$ cat src/design/pin_mux_pkg.sv
/*
 * Shared constants for the per-pin function multiplexer: pin numbering,
 * control byte layout, select codes, register offsets and bus answers.
 * Assumes a single clock domain and an AXI4-Lite register bus.
 */
package pin_mux_pkg;
	// =====================================================================
	// sizes
	localparam int NPINS = 30;
	localparam int CODE_W = 6;
	localparam int IRQ_LINES = 16;
	localparam int ADC01_CH = 8;
	localparam int ADC2_CH = 12;
	localparam int DAC_CH = 2;
	localparam int ADDR_W = 8;
	localparam int DATA_W = 32;

	// =====================================================================
	// flat pin index of the first pin of each port
	localparam int P3_BASE = 0;
	localparam int P4_BASE = 6;
	localparam int P5_BASE = 14;
	localparam int P6_BASE = 20;
	localparam int P7_BASE = 26;

	// =====================================================================
	// control byte layout
	localparam int IRQ_INPUT_ENABLE_BIT = 6;
	localparam int ANALOG_INPUT_ENABLE_BIT = 7;
	localparam logic [7:0] CTRL_RESET = 8'h00;
	localparam logic [5:0] SEL_MASK_6 = 6'h3f;
	localparam logic [5:0] SEL_MASK_5 = 6'h1f;

	// =====================================================================
	// select codes
	localparam logic [5:0] CODE_HIZ = 6'h00;
	localparam logic [5:0] CODE_MTU = 6'h01;
	localparam logic [5:0] CODE_MTU_CLK = 6'h02;
	localparam logic [5:0] CODE_MTU_ALT = 6'h03;
	localparam logic [5:0] CODE_CLK_ALT = 6'h04;
	localparam logic [5:0] CODE_TMR8 = 6'h05;
	localparam logic [5:0] CODE_POE = 6'h07;
	localparam logic [5:0] CODE_SCI_A = 6'h0a;
	localparam logic [5:0] CODE_SCI_B = 6'h0b;
	localparam logic [5:0] CODE_SPI_SSL = 6'h0d;
	localparam logic [5:0] CODE_PWM_LO = 6'h14;
	localparam logic [5:0] CODE_PWM_HI = 6'h15;
	localparam logic [5:0] CODE_PWM_LO_ALT = 6'h16;
	localparam logic [5:0] CODE_PWM_HI_ALT = 6'h17;
	localparam logic [5:0] CODE_COMP = 6'h1e;

	// =====================================================================
	// register map: pin n control byte at 4*n, status word after them
	localparam logic [ADDR_W-1:0] CTRL_LAST_OFFSET = 8'h74;
	localparam logic [ADDR_W-1:0] STATUS_OFFSET = 8'h78;
	localparam logic [1:0] RESP_OKAY = 2'h0;
	localparam logic [1:0] RESP_DECERR = 2'h3;
endpackage

$ cat src/design/port_pin_function_select.sv
/*
 * Per-pin function multiplexer for ports 3 to 7 with an AXI4-Lite slave.
 * Assumes pin levels on pin_in are synchronous to core_clk and that the
 * peripherals consume the registered routing outputs.
 */
// Implementation choices: the register offsets and register access over AXI4-Lite.
// Notes on behaviour
// - select field is bits 5..0 on newer variant, bits 4..0 on older.
// - code zero means high impedance; code one routes primary timer channel.
// - port3 pin3 newer: clock A, timer8 out0, slave select 3, pwm 3B pair.
// - port3 pin3 older: alternates on 3 and 4, 5 timer8, 13 slave select.
// - each pin with an interrupt line has an interrupt enable routing it to that line.
// - port3 pins 0,1 drive lines 7,6; newer pins 2..5 drive 12,13,3,6.
// - analog pins have an analog enable; one connects converter and comparator.
// - newer port4 pins feed converter channels 000..003 and 100..103.
// - older port5 pins 0..5 connect converter channels 206..211.
// - port6 pins 0..3 drive lines 4..7; newer pins 4,5 drive 8,9.
// - port6 analog: older 200..205, newer 206..211; pins 4,5 feed dacs; older variant keeps both dacs off.
// - port7 pin0: output disable 7, serial9 10, newer pwm triggers 20..23.
// - older port7 pins 1..3: timer 1, alternate 3, pwm 20, alternate 22.
// - newer port7 pins 1..3: pwm codes 20,22 and 21,23 for second set.
// - older variant alternate codes exist only on revision B silicon.
`timescale 1ns/1ps
module port_pin_function_select #(
	parameter bit NEWER_VARIANT = 1'b1,
	parameter bit REV_B = 1'b1
) (
	input wire logic core_clk,
	input wire logic rst,
	input wire logic ce,
	input wire logic [pin_mux_pkg::ADDR_W-1:0] s_axi_awaddr,
	input wire logic s_axi_awvalid,
	output logic s_axi_awready,
	input wire logic [pin_mux_pkg::DATA_W-1:0] s_axi_wdata,
	input wire logic [3:0] s_axi_wstrb,
	input wire logic s_axi_wvalid,
	output logic s_axi_wready,
	output logic [1:0] s_axi_bresp,
	output logic s_axi_bvalid,
	input wire logic s_axi_bready,
	input wire logic [pin_mux_pkg::ADDR_W-1:0] s_axi_araddr,
	input wire logic s_axi_arvalid,
	output logic s_axi_arready,
	output logic [pin_mux_pkg::DATA_W-1:0] s_axi_rdata,
	output logic [1:0] s_axi_rresp,
	output logic s_axi_rvalid,
	input wire logic s_axi_rready,
	input wire logic [pin_mux_pkg::NPINS-1:0] pin_in,
	output logic [pin_mux_pkg::NPINS*pin_mux_pkg::CODE_W-1:0] pin_func_code,
	output logic [pin_mux_pkg::NPINS-1:0] pin_hiz,
	output logic [pin_mux_pkg::NPINS-1:0] pin_analog,
	output logic [pin_mux_pkg::IRQ_LINES-1:0] ext_interrupt_line,
	output logic [pin_mux_pkg::ADC01_CH-1:0] adc01_channel_enable,
	output logic [pin_mux_pkg::ADC2_CH-1:0] adc2_channel_enable,
	output logic [pin_mux_pkg::DAC_CH-1:0] dac_output_enable
);
	import pin_mux_pkg::*;

	// =====================================================================
	// pin capability tables
	localparam logic [5:0] SEL_MASK = NEWER_VARIANT ? SEL_MASK_6 : SEL_MASK_5;
	// alternate codes on the older part only exist on revision B silicon
	localparam bit ALT_OK = NEWER_VARIANT || REV_B;

	// interrupt line driven by a pin, -1 when the pin has none
	function automatic int irq_of(input int p);
		int r;
		r = -1;
		if (p == P3_BASE) r = 7;
		else if (p == P3_BASE + 1) r = 6;
		else if (NEWER_VARIANT && p == P3_BASE + 2) r = 12;
		else if (NEWER_VARIANT && p == P3_BASE + 3) r = 13;
		else if (NEWER_VARIANT && p == P3_BASE + 4) r = 3;
		else if (NEWER_VARIANT && p == P3_BASE + 5) r = 6;
		else if (p >= P6_BASE && p <= P6_BASE + 3) r = 4 + p - P6_BASE;
		else if (NEWER_VARIANT && (p == P6_BASE + 4 || p == P6_BASE + 5))
			r = 8 + p - (P6_BASE + 4);
		else if (p == P7_BASE) r = 5;
		return r;
	endfunction

	// analog capable pins live on ports 4, 5 and 6
	function automatic bit analog_cap(input int p);
		return (p >= P4_BASE && p < P7_BASE);
	endfunction

	// converter group 2 channel (200..211) fed by a pin, -1 when none
	function automatic int adc2_of(input int p);
		int r;
		int k;
		r = -1;
		k = 0;
		if (p >= P5_BASE && p < P6_BASE) begin
			k = p - P5_BASE;
			if (!NEWER_VARIANT) r = 6 + k;
			else if (k < 2) r = 4 + k;
			else r = k - 2;
		end else if (p >= P6_BASE && p < P7_BASE) begin
			k = p - P6_BASE;
			r = NEWER_VARIANT ? 6 + k : k;
		end
		return r;
	endfunction

	// bits that software can actually change in a pin's control byte
	function automatic logic [7:0] wmask(input int p);
		logic [7:0] m;
		m = {2'h0, SEL_MASK};
		if (irq_of(p) >= 0) m[IRQ_INPUT_ENABLE_BIT] = 1'b1;
		if (analog_cap(p)) m[ANALOG_INPUT_ENABLE_BIT] = 1'b1;
		return m;
	endfunction

	// is a select code listed for this pin on this variant
	function automatic bit code_legal(input int p, input logic [5:0] c);
		bit ok;
		bit base_ok;
		ok = 1'b0;
		// shared timer set of port 3 pins 0..3
		base_ok = (c == CODE_MTU || c == CODE_MTU_CLK || c == CODE_TMR8 ||
			c == CODE_SPI_SSL || (ALT_OK && (c == CODE_MTU_ALT || c == CODE_CLK_ALT)));
		if (p >= P3_BASE && p <= P3_BASE + 3) begin
			ok = base_ok;
			if (p == P3_BASE)
				ok = ok || c == CODE_COMP || (NEWER_VARIANT && (c == CODE_SCI_A ||
					c == CODE_SCI_B));
			if (NEWER_VARIANT && (p == P3_BASE + 2 || p == P3_BASE + 3))
				ok = ok || c == CODE_PWM_LO || c == CODE_PWM_LO_ALT;
		end else if (p == P7_BASE) begin
			ok = c == CODE_POE || c == CODE_SCI_A;
			if (NEWER_VARIANT)
				ok = ok || (c >= CODE_PWM_LO && c <= CODE_PWM_HI_ALT);
		end else if (p > P7_BASE) begin
			ok = c == CODE_MTU || c == CODE_PWM_LO ||
				(ALT_OK && (c == CODE_MTU_ALT || c == CODE_PWM_LO_ALT));
			if (NEWER_VARIANT)
				ok = ok || c == CODE_PWM_HI || c == CODE_PWM_HI_ALT;
		end
		return ok;
	endfunction

	// =====================================================================
	// register storage and bus state
	logic [7:0] ctrl_reg [NPINS];
	logic aw_held_reg;
	logic w_held_reg;
	logic [ADDR_W-1:0] awaddr_reg;
	logic [7:0] wdata_reg;
	logic wstrb0_reg;
	logic awready_reg;
	logic wready_reg;
	logic bvalid_reg;
	logic [1:0] bresp_reg;
	logic arready_reg;
	logic rvalid_reg;
	logic [1:0] rresp_reg;
	logic [DATA_W-1:0] rdata_reg;
	logic [NPINS*CODE_W-1:0] func_code_reg;
	logic [NPINS-1:0] hiz_reg;
	logic [NPINS-1:0] analog_reg;
	logic [IRQ_LINES-1:0] irq_reg;
	logic [ADC01_CH-1:0] adc01_reg;
	logic [ADC2_CH-1:0] adc2_reg;
	logic [DAC_CH-1:0] dac_reg;
	logic aw_take;
	logic w_take;
	logic ar_take;
	logic do_write;
	logic wr_mapped;
	logic rd_mapped;
	logic [ADDR_W-3:0] wr_idx;
	logic [ADDR_W-3:0] rd_idx;

	assign aw_take = s_axi_awvalid && awready_reg;
	assign w_take = s_axi_wvalid && wready_reg;
	assign ar_take = s_axi_arvalid && arready_reg;
	// write fires once both halves are held and no response is pending
	assign do_write = aw_held_reg && w_held_reg && !bvalid_reg;
	assign wr_idx = awaddr_reg[ADDR_W-1:2];
	assign rd_idx = s_axi_araddr[ADDR_W-1:2];
	assign wr_mapped = awaddr_reg <= CTRL_LAST_OFFSET;
	assign rd_mapped = s_axi_araddr <= CTRL_LAST_OFFSET || s_axi_araddr == STATUS_OFFSET;

	// =====================================================================
	// write address and data capture, in either order
	always_ff @(posedge core_clk or posedge rst) begin
		if (rst) begin
			aw_held_reg <= 1'b0;
			w_held_reg <= 1'b0;
			awaddr_reg <= '0;
			wdata_reg <= 8'h00;
			wstrb0_reg <= 1'b0;
			awready_reg <= 1'b0;
			wready_reg <= 1'b0;
		end else if (ce) begin
			// ready is a one-cycle pulse so each valid is taken exactly once
			awready_reg <= s_axi_awvalid && !awready_reg && !aw_held_reg;
			wready_reg <= s_axi_wvalid && !wready_reg && !w_held_reg;
			if (aw_take) begin
				aw_held_reg <= 1'b1;
				awaddr_reg <= s_axi_awaddr;
			end else if (do_write) begin
				aw_held_reg <= 1'b0;
			end
			if (w_take) begin
				w_held_reg <= 1'b1;
				wdata_reg <= s_axi_wdata[7:0];
				wstrb0_reg <= s_axi_wstrb[0];
			end else if (do_write) begin
				w_held_reg <= 1'b0;
			end
		end
	end

	// write response
	always_ff @(posedge core_clk or posedge rst) begin
		if (rst) begin
			bvalid_reg <= 1'b0;
			bresp_reg <= RESP_OKAY;
		end else if (ce) begin
			if (do_write) begin
				bvalid_reg <= 1'b1;
				bresp_reg <= wr_mapped ? RESP_OKAY : RESP_DECERR;
			end else if (bvalid_reg && s_axi_bready) begin
				bvalid_reg <= 1'b0;
			end
		end
	end

	// control bytes; bits a pin lacks stay zero and read as zero
	always_ff @(posedge core_clk or posedge rst) begin
		if (rst) begin
			for (int p = 0; p < NPINS; p++) ctrl_reg[p] <= CTRL_RESET;
		end else if (ce) begin
			if (do_write && wr_mapped && wstrb0_reg) begin
				for (int p = 0; p < NPINS; p++) begin
					if (int'(wr_idx) == p) ctrl_reg[p] <= wdata_reg & wmask(p);
				end
			end
		end
	end

	// =====================================================================
	// read channel
	always_ff @(posedge core_clk or posedge rst) begin
		if (rst) begin
			arready_reg <= 1'b0;
			rvalid_reg <= 1'b0;
			rresp_reg <= RESP_OKAY;
			rdata_reg <= '0;
		end else if (ce) begin
			arready_reg <= s_axi_arvalid && !arready_reg && !rvalid_reg;
			if (ar_take) begin
				rvalid_reg <= 1'b1;
				rresp_reg <= rd_mapped ? RESP_OKAY : RESP_DECERR;
				rdata_reg <= '0;
				if (s_axi_araddr == STATUS_OFFSET) begin
					rdata_reg <= {{(DATA_W-NPINS){1'b0}}, hiz_reg};
				end else if (rd_mapped) begin
					for (int p = 0; p < NPINS; p++) begin
						if (int'(rd_idx) == p) rdata_reg <= {24'h000000, ctrl_reg[p]};
					end
				end
			end else if (rvalid_reg && s_axi_rready) begin
				rvalid_reg <= 1'b0;
			end
		end
	end

	// =====================================================================
	// digital function routing: reserved codes fall back to high impedance
	always_ff @(posedge core_clk or posedge rst) begin
		if (rst) begin
			func_code_reg <= '0;
			hiz_reg <= '1;
		end else if (ce) begin
			for (int p = 0; p < NPINS; p++) begin
				if (code_legal(p, ctrl_reg[p][CODE_W-1:0])) begin
					func_code_reg[p*CODE_W +: CODE_W] <= ctrl_reg[p][CODE_W-1:0];
					hiz_reg[p] <= 1'b0;
				end else begin
					func_code_reg[p*CODE_W +: CODE_W] <= CODE_HIZ;
					hiz_reg[p] <= 1'b1;
				end
			end
		end
	end

	// interrupt lines: pin level passes when its enable is set
	always_ff @(posedge core_clk or posedge rst) begin
		if (rst) begin
			irq_reg <= '0;
		end else if (ce) begin
			for (int l = 0; l < IRQ_LINES; l++) begin
				irq_reg[l] <= 1'b0;
				for (int p = 0; p < NPINS; p++) begin
					if (irq_of(p) == l && ctrl_reg[p][IRQ_INPUT_ENABLE_BIT] && pin_in[p])
						irq_reg[l] <= 1'b1;
				end
			end
		end
	end

	// analog connections for converters, comparators and dacs
	always_ff @(posedge core_clk or posedge rst) begin
		if (rst) begin
			analog_reg <= '0;
			adc01_reg <= '0;
			adc2_reg <= '0;
			dac_reg <= '0;
		end else if (ce) begin
			for (int p = 0; p < NPINS; p++) analog_reg[p] <= ctrl_reg[p][ANALOG_INPUT_ENABLE_BIT];
			for (int k = 0; k < ADC01_CH; k++)
				adc01_reg[k] <= ctrl_reg[P4_BASE + k][ANALOG_INPUT_ENABLE_BIT];
			for (int c = 0; c < ADC2_CH; c++) begin
				adc2_reg[c] <= 1'b0;
				for (int p = P5_BASE; p < P7_BASE; p++) begin
					if (adc2_of(p) == c && ctrl_reg[p][ANALOG_INPUT_ENABLE_BIT])
						adc2_reg[c] <= 1'b1;
				end
			end
			for (int d = 0; d < DAC_CH; d++)
				dac_reg[d] <= NEWER_VARIANT && ctrl_reg[P6_BASE + 4 + d][ANALOG_INPUT_ENABLE_BIT];
		end
	end

	// =====================================================================
	// outputs
	assign s_axi_awready = awready_reg;
	assign s_axi_wready = wready_reg;
	assign s_axi_bvalid = bvalid_reg;
	assign s_axi_bresp = bresp_reg;
	assign s_axi_arready = arready_reg;
	assign s_axi_rvalid = rvalid_reg;
	assign s_axi_rresp = rresp_reg;
	assign s_axi_rdata = rdata_reg;
	assign pin_func_code = func_code_reg;
	assign pin_hiz = hiz_reg;
	assign pin_analog = analog_reg;
	assign ext_interrupt_line = irq_reg;
	assign adc01_channel_enable = adc01_reg;
	assign adc2_channel_enable = adc2_reg;
	assign dac_output_enable = dac_reg;
endmodule // port_pin_function_select

$ cat config.mk
export PLATFORM = sky130hd
export DESIGN_NAME = port_pin_function_select
export DESIGN_NICKNAME = d
export VERILOG_FILES = /design/src/design/pin_mux_pkg.sv /design/src/design/port_pin_function_select.sv
export SDC_FILE = /design/constraint.sdc
export NUM_CORES = 1
export LEC_CHECK = 0
export BUFFER_PORTS_ARGS = -buffer_cell sky130_fd_sc_hd__buf_2
export CAP_MARGIN = 15
export CORE_MARGIN = 4
export CORE_UTILIZATION = 49
export CTS_CLUSTER_DIAMETER = 200
export DETAILED_ROUTE_END_ITERATION = 16
export PLACE_DENSITY = 0.88
export SLEW_MARGIN = 20
export SYNTH_ARGS = -nofsm -noshare
export SYNTH_HDL_FRONTEND = slang
export SYNTH_SLANG_ARGS = --single-unit
$ cat constraint.sdc
create_clock -name core_clk -period 12.2 [get_ports core_clk]
set_input_delay 2.44 -clock core_clk [delete_from_list [all_inputs] [get_ports core_clk]]
set_output_delay 2.44 -clock core_clk [all_outputs]
set_load 0.05 [all_outputs]
Yosys cells after proc, flatten, opt, wreduce, memory -nomap -nowiden
Cells that the tools add are included.
{"block": "totals", "reg_bits": 415, "in_bits": 90, "wordCells": 1662}
{"block": "op_classes", "magnitude_cmp": 17, "eq_ne": 300, "muxes": 582, "bitwise": 27, "reduce_logical": 686}
{"operator": "32-bit by 5-bit == test with 1-bit output, second input constant", "n": 92}
{"operator": "32-bit two-way mux", "n": 84}
{"operator": "32-bit by 4-bit == test with 1-bit output, second input constant", "n": 56}
{"operator": "32-bit by 3-bit == test with 1-bit output, second input constant", "n": 28}
{"operator": "1-bit logical AND", "n": 576}
{"operator": "1-bit two-way mux", "n": 487}
{"operator": "32-bit by 2-bit == test with 1-bit output, second input constant", "n": 14}
{"operator": "32-bit logical NOT", "n": 14}
{"operator": "32-bit by 1-bit greater-or-equal comparator with 1-bit output, second input constant", "n": 13}
{"operator": "6-bit by 5-bit == test with 1-bit output, second input constant", "n": 33}
{"operator": "6-bit == test, second input constant", "n": 28}
{"operator": "8-bit bitwise AND", "n": 20}
{"operator": "6-bit by 4-bit == test with 1-bit output, second input constant", "n": 15}
{"operator": "3-bit AND reduction", "n": 30}
{"operator": "6-bit by 2-bit == test with 1-bit output, second input constant", "n": 13}
{"operator": "6-bit by 3-bit == test with 1-bit output, second input constant", "n": 13}
{"operator": "8-bit by 7-bit bitwise AND with 8-bit output", "n": 7}
{"operator": "6-bit two-way mux", "n": 8}
{"operator": "1-bit logical OR", "n": 45}
{"operator": "6-bit by 1-bit == test with 1-bit output, second input constant", "n": 7}
{"operator": "8-bit by 7-bit <= comparator with 1-bit output, second input constant", "n": 2}
{"operator": "2-bit AND reduction", "n": 8}
{"operator": "6-bit logical NOT", "n": 2}
{"operator": "8-bit by 7-bit == test with 1-bit output, second input constant", "n": 1}
{"operator": "6 further kinds", "n": 16}

Depth between registers and ports, before layout
{"block": "logic_depth", "depth_word": 33, "mapped_depth": 9, "ltp_nobuf": 6}

Worst setup path before layout
No wires, ideal clock.
{"block": "synth_timing", "kind": "input port to flip-flop", "startpoint": "input port s_axi_araddr[7] (netlist name)", "endpoint": "register rdata_reg[0] (netlist: s_axi_rdata[0])", "setup_ps": 134, "arrival_ps": 3980, "required_time_ps": 12066, "slack_ps": 8086, "cell_stages": 8, "path_buffers": 2, "path_cell_list": "buf_2 -> or4b_1 -> buf_2 -> or3_1 -> a21oi_1 -> o221ai_1 -> a211oi_2 -> o21ai_1"}
{"block": "synth_between", "elab_chain_len": 33, "elab_cells_between_ends": 65, "cone_classes": "1 x order compare; 30 x eq/ne; 32 x mux; 2 x reduce/logical"}
{"item": "start, declared", "line_no": "port_pin_function_select.sv:41", "text": "input wire logic [pin_mux_pkg::ADDR_W-1:0] s_axi_araddr,"}
{"item": "6-bit logical NOT", "line_no": "port_pin_function_select.sv:261", "text": "if (int'(rd_idx) == p) rdata_reg <= {24'h000000, ctrl_reg[p]};"}
{"item": "8-bit two-way mux", "line_no": "port_pin_function_select.sv:261"}
{"item": "32-bit two-way mux (29 in a row)", "line_no": "port_pin_function_select.sv:261"}
{"item": "32-bit two-way mux", "line_no": "port_pin_function_select.sv:259", "text": "end else if (rd_mapped) begin"}
{"item": "32-bit two-way mux *", "line_no": "port_pin_function_select.sv:257", "text": "if (s_axi_araddr == STATUS_OFFSET) begin"}
{"item": "end signal, assigned", "line_no": "port_pin_function_select.sv:258", "text": "rdata_reg <= {{(DATA_W-NPINS){1'b0}}, hiz_reg};"}
{"item": "end, declared", "line_no": "port_pin_function_select.sv:157", "text": "logic [DATA_W-1:0] rdata_reg;"}
Every way passes the cells marked *; elsewhere a longest branch is shown, timed or not.
A chain may end at the register's enable or synchronous reset.

Final worst setup path
{"block": "layout_timing", "startpoint": "input port s_axi_araddr[2] (netlist name)", "endpoint": "register rdata_reg[6] (netlist: s_axi_rdata[6])"}
The elaborated chain is that of the path after synthesis.

==> reports/metrics.yaml <==
clocking:
  cts.sinks: 337
  cts_tree: "built"
  cts.repair.resized: 0
  cts_root_buffer: "clkbuf_16"
  clk_latency_ps: 530
  clock_path_buffers: 3
  path_clk_slew_ps: 60
  post-cts-setup-buffers: 0
  postCtsHoldBufs: 0
  cts_buffers: 36
  cts-htree-levels: 2
synth:
  ys_ff_latch: 337
  yosys.area_share.simple: 0.08986
  synth_xor_area_frac: 0.0005032
  synth_mux_area_frac: 0.1837
  synth_edf_count: 0
  seq_area_frac_synth: 0.4851
  synth_cell_types: 78
  synth_top_family_by_area: "multiplexers"
  synth-compound-area-share: 0.1168
  synth_area_per_cell_um2: 11.17
  syn_inst: 1558
  synth-adder-area-share: 0
  ys.warnings.count: 0
  synth-async-reset-ratio: 1.000
  synth_ff_type: "dfrtp_1"
  synthesis.area_um2: 17400
global_routing:
  gr-total-overflow: 0
  grt_usage: 0.2502
  antenna_found_initial: 2
  grt_pass1_wl_um: 76500
  grt_start_max_net_pins: 114
  grt_pass1_vias: 12602
floorplan:
  dieArea_um2: 38600
  die_h_um: 196.5
  dieWidth_um: 196.5
  core_um2: 34800
  pin_count: 409
  start_util: 0.5001
  num_rows: 68
setup_path:
  crit_arrival_ps: 5890
  critPathCaptureType: "flop"
  worst-setup-path-type: "in2reg"
  cpPeakStageDelay_ps: 700
  slowest_stage: "buf_4"
  crit_path_start_kind: "input port"
  cp_cell_sequence: "buf_2 > buf_4 > nand2b_1 > a2111oi_2 > o21bai_1 > nor3_1 > a221oi_1 > o21ai_0"
  crit_required_ps: 12650
  path_max_fanout: 61
detailed_routing:
  postRouteAntennaNets: 0
  via_count: 12918
  routed_via_density: 6.020
  routedWlPerCell_um: 23.35
  wirelength_um: 50110
  drt_pre_antenna_iters: 6
  drtIter0Drc: 1455
  drc_errors: 0
timing:
  finalCritPeriodShare: 0.4460
  fin_skew_ps: 14.44
  setup_viol: 0
  drv_slew: 0
  maxSlewHeadroom: 0.2535
  max_freq_mhz: 183.8
  rsz0062_at_grt: "no"
  post-route-min-period_ps: 5442
  hold_viol: 0
  tightest_slew_ps: 1120
  fin_tns_setup_ps: 0
finish:
  n_antenna_cell: 0
  drive_gt1_frac: 0.3258
  design_area_um2: 18930
  largest_register_ffs: 213
  final_cell_mix: "326 x dfrtp_1, 249 x mux2_2, 190 x buf_2, 173 x conb_1, 76 x nand2_1"
  num-nets-final: 1754
  syn2layout_area_growth_pct: 8.749
  final_common_cell: "dfrtp_1"
run:
  max-cap-violations: 0
placed_design:
  dpl_cell_area_um2: 17700
  gp_congestion: 0.9455
  dp_hpwl_um: 34010
  io_buffers: 191
power:
  p_leak_uw: 0.009464
  p_per_area_nw_per_um2: 162.5
  peakVddDrop_mv: 0.08935
min_path:
  holdCritPathClass: "reg2reg"
outcome:
  status: "finished, final reports clean"
-- metal layers --
metal	GRT usage	routed length [µm]
met5	0	21
met4	0.1156	2625
met3	0.05248	5083
met2	0.3979	23430
met1	0.3315	18950
-- logic make-up (layout without fill, tap and decap cells) --
kind of cell    count (synthesis)  after routing
buf+inv                       347            309
flops                         337            337
compound gates                301            301
simple gates                  288            288
mux                           282            282
other cells                     2            173
xor+xnor                        1              1
-- worst max-delay path: cells and delay by family --
kind                   cells  cell delay [ps]
buffers and inverters      2             1240
and+or+nand+nor            2             1030
AOI/OAI and AO/OA          4             1100
-- per-stage QoR --
stage            util  instances  setup WS, ps  total power [µW]  hold slack (ps)
4_1_cts        0.5437       2146          6935              3078            490.6
6_report       0.5439       2146          6758              3076            486.5
2_1_floorplan       -       1729         435.0              1812            471.2
5_1_grt        0.5439       2146          6560              3174            509.6
3_3_place_gp   0.5085       2081          6388              1919            469.3
3_5_place_dp   0.5085       2081          6385              1939            473.2
-- power by group --
group          switching [µW]  internal [µW]  leakage, µW
registers                 201           1200      0.00460
clock network             459            682     0.000600
logic                     399            131      0.00426
-- final cells by class --
| class | instances | area [µm²] |
|---|---|---|
| Clock buffer | 52 | 1044 |
| Clock inverter | 13 | 178.9 |
| Timing Repair Buffer | 208 | 1094 |
| Tap cell | 455 | 569.3 |
| Inverter | 36 | 142.6 |
| Multi-Input combinational cell | 1045 | 7452 |
| Sequential cell | 337 | 8447 |
| Fill cell | 2850 | 15870 |
-- cells in the mapped netlist, types with 20 or more instances --
cell        n  area (µm²)
mux2_2    249        2804
a21oi_1    55       275.3
a22o_1     20       175.2
nor2b_1    21       131.4
clkbuf_1   51       191.4
nand3_1    31       155.2
dfrtp_1   329        8233
nor2_1     58       217.7
mux2i_1    28       280.3
buf_2      36       180.2
o21ai_0    74       370.4
buf_4     214        1607
nand2_1    76       285.3
inv_1      36       135.1
-- worst paths after layout --
check,start,slack [ps],end,cells past startpoint
worst max register to register,s_axi_bvalid,9340,ctrl_reg[79],5
min in group asynchronous,rst,2050,pin_func_code[23],2
worst min register to register,pin_func_code[0],490,pin_func_code[0],1
max in group asynchronous,rst,8250,ext_interrupt_line[8],4
worst min-delay path,pin_func_code[0],490,pin_func_code[0],1
worst max-delay path,s_axi_araddr[2],6760,s_axi_rdata[6],8
(Power assumes the default switching activity.)
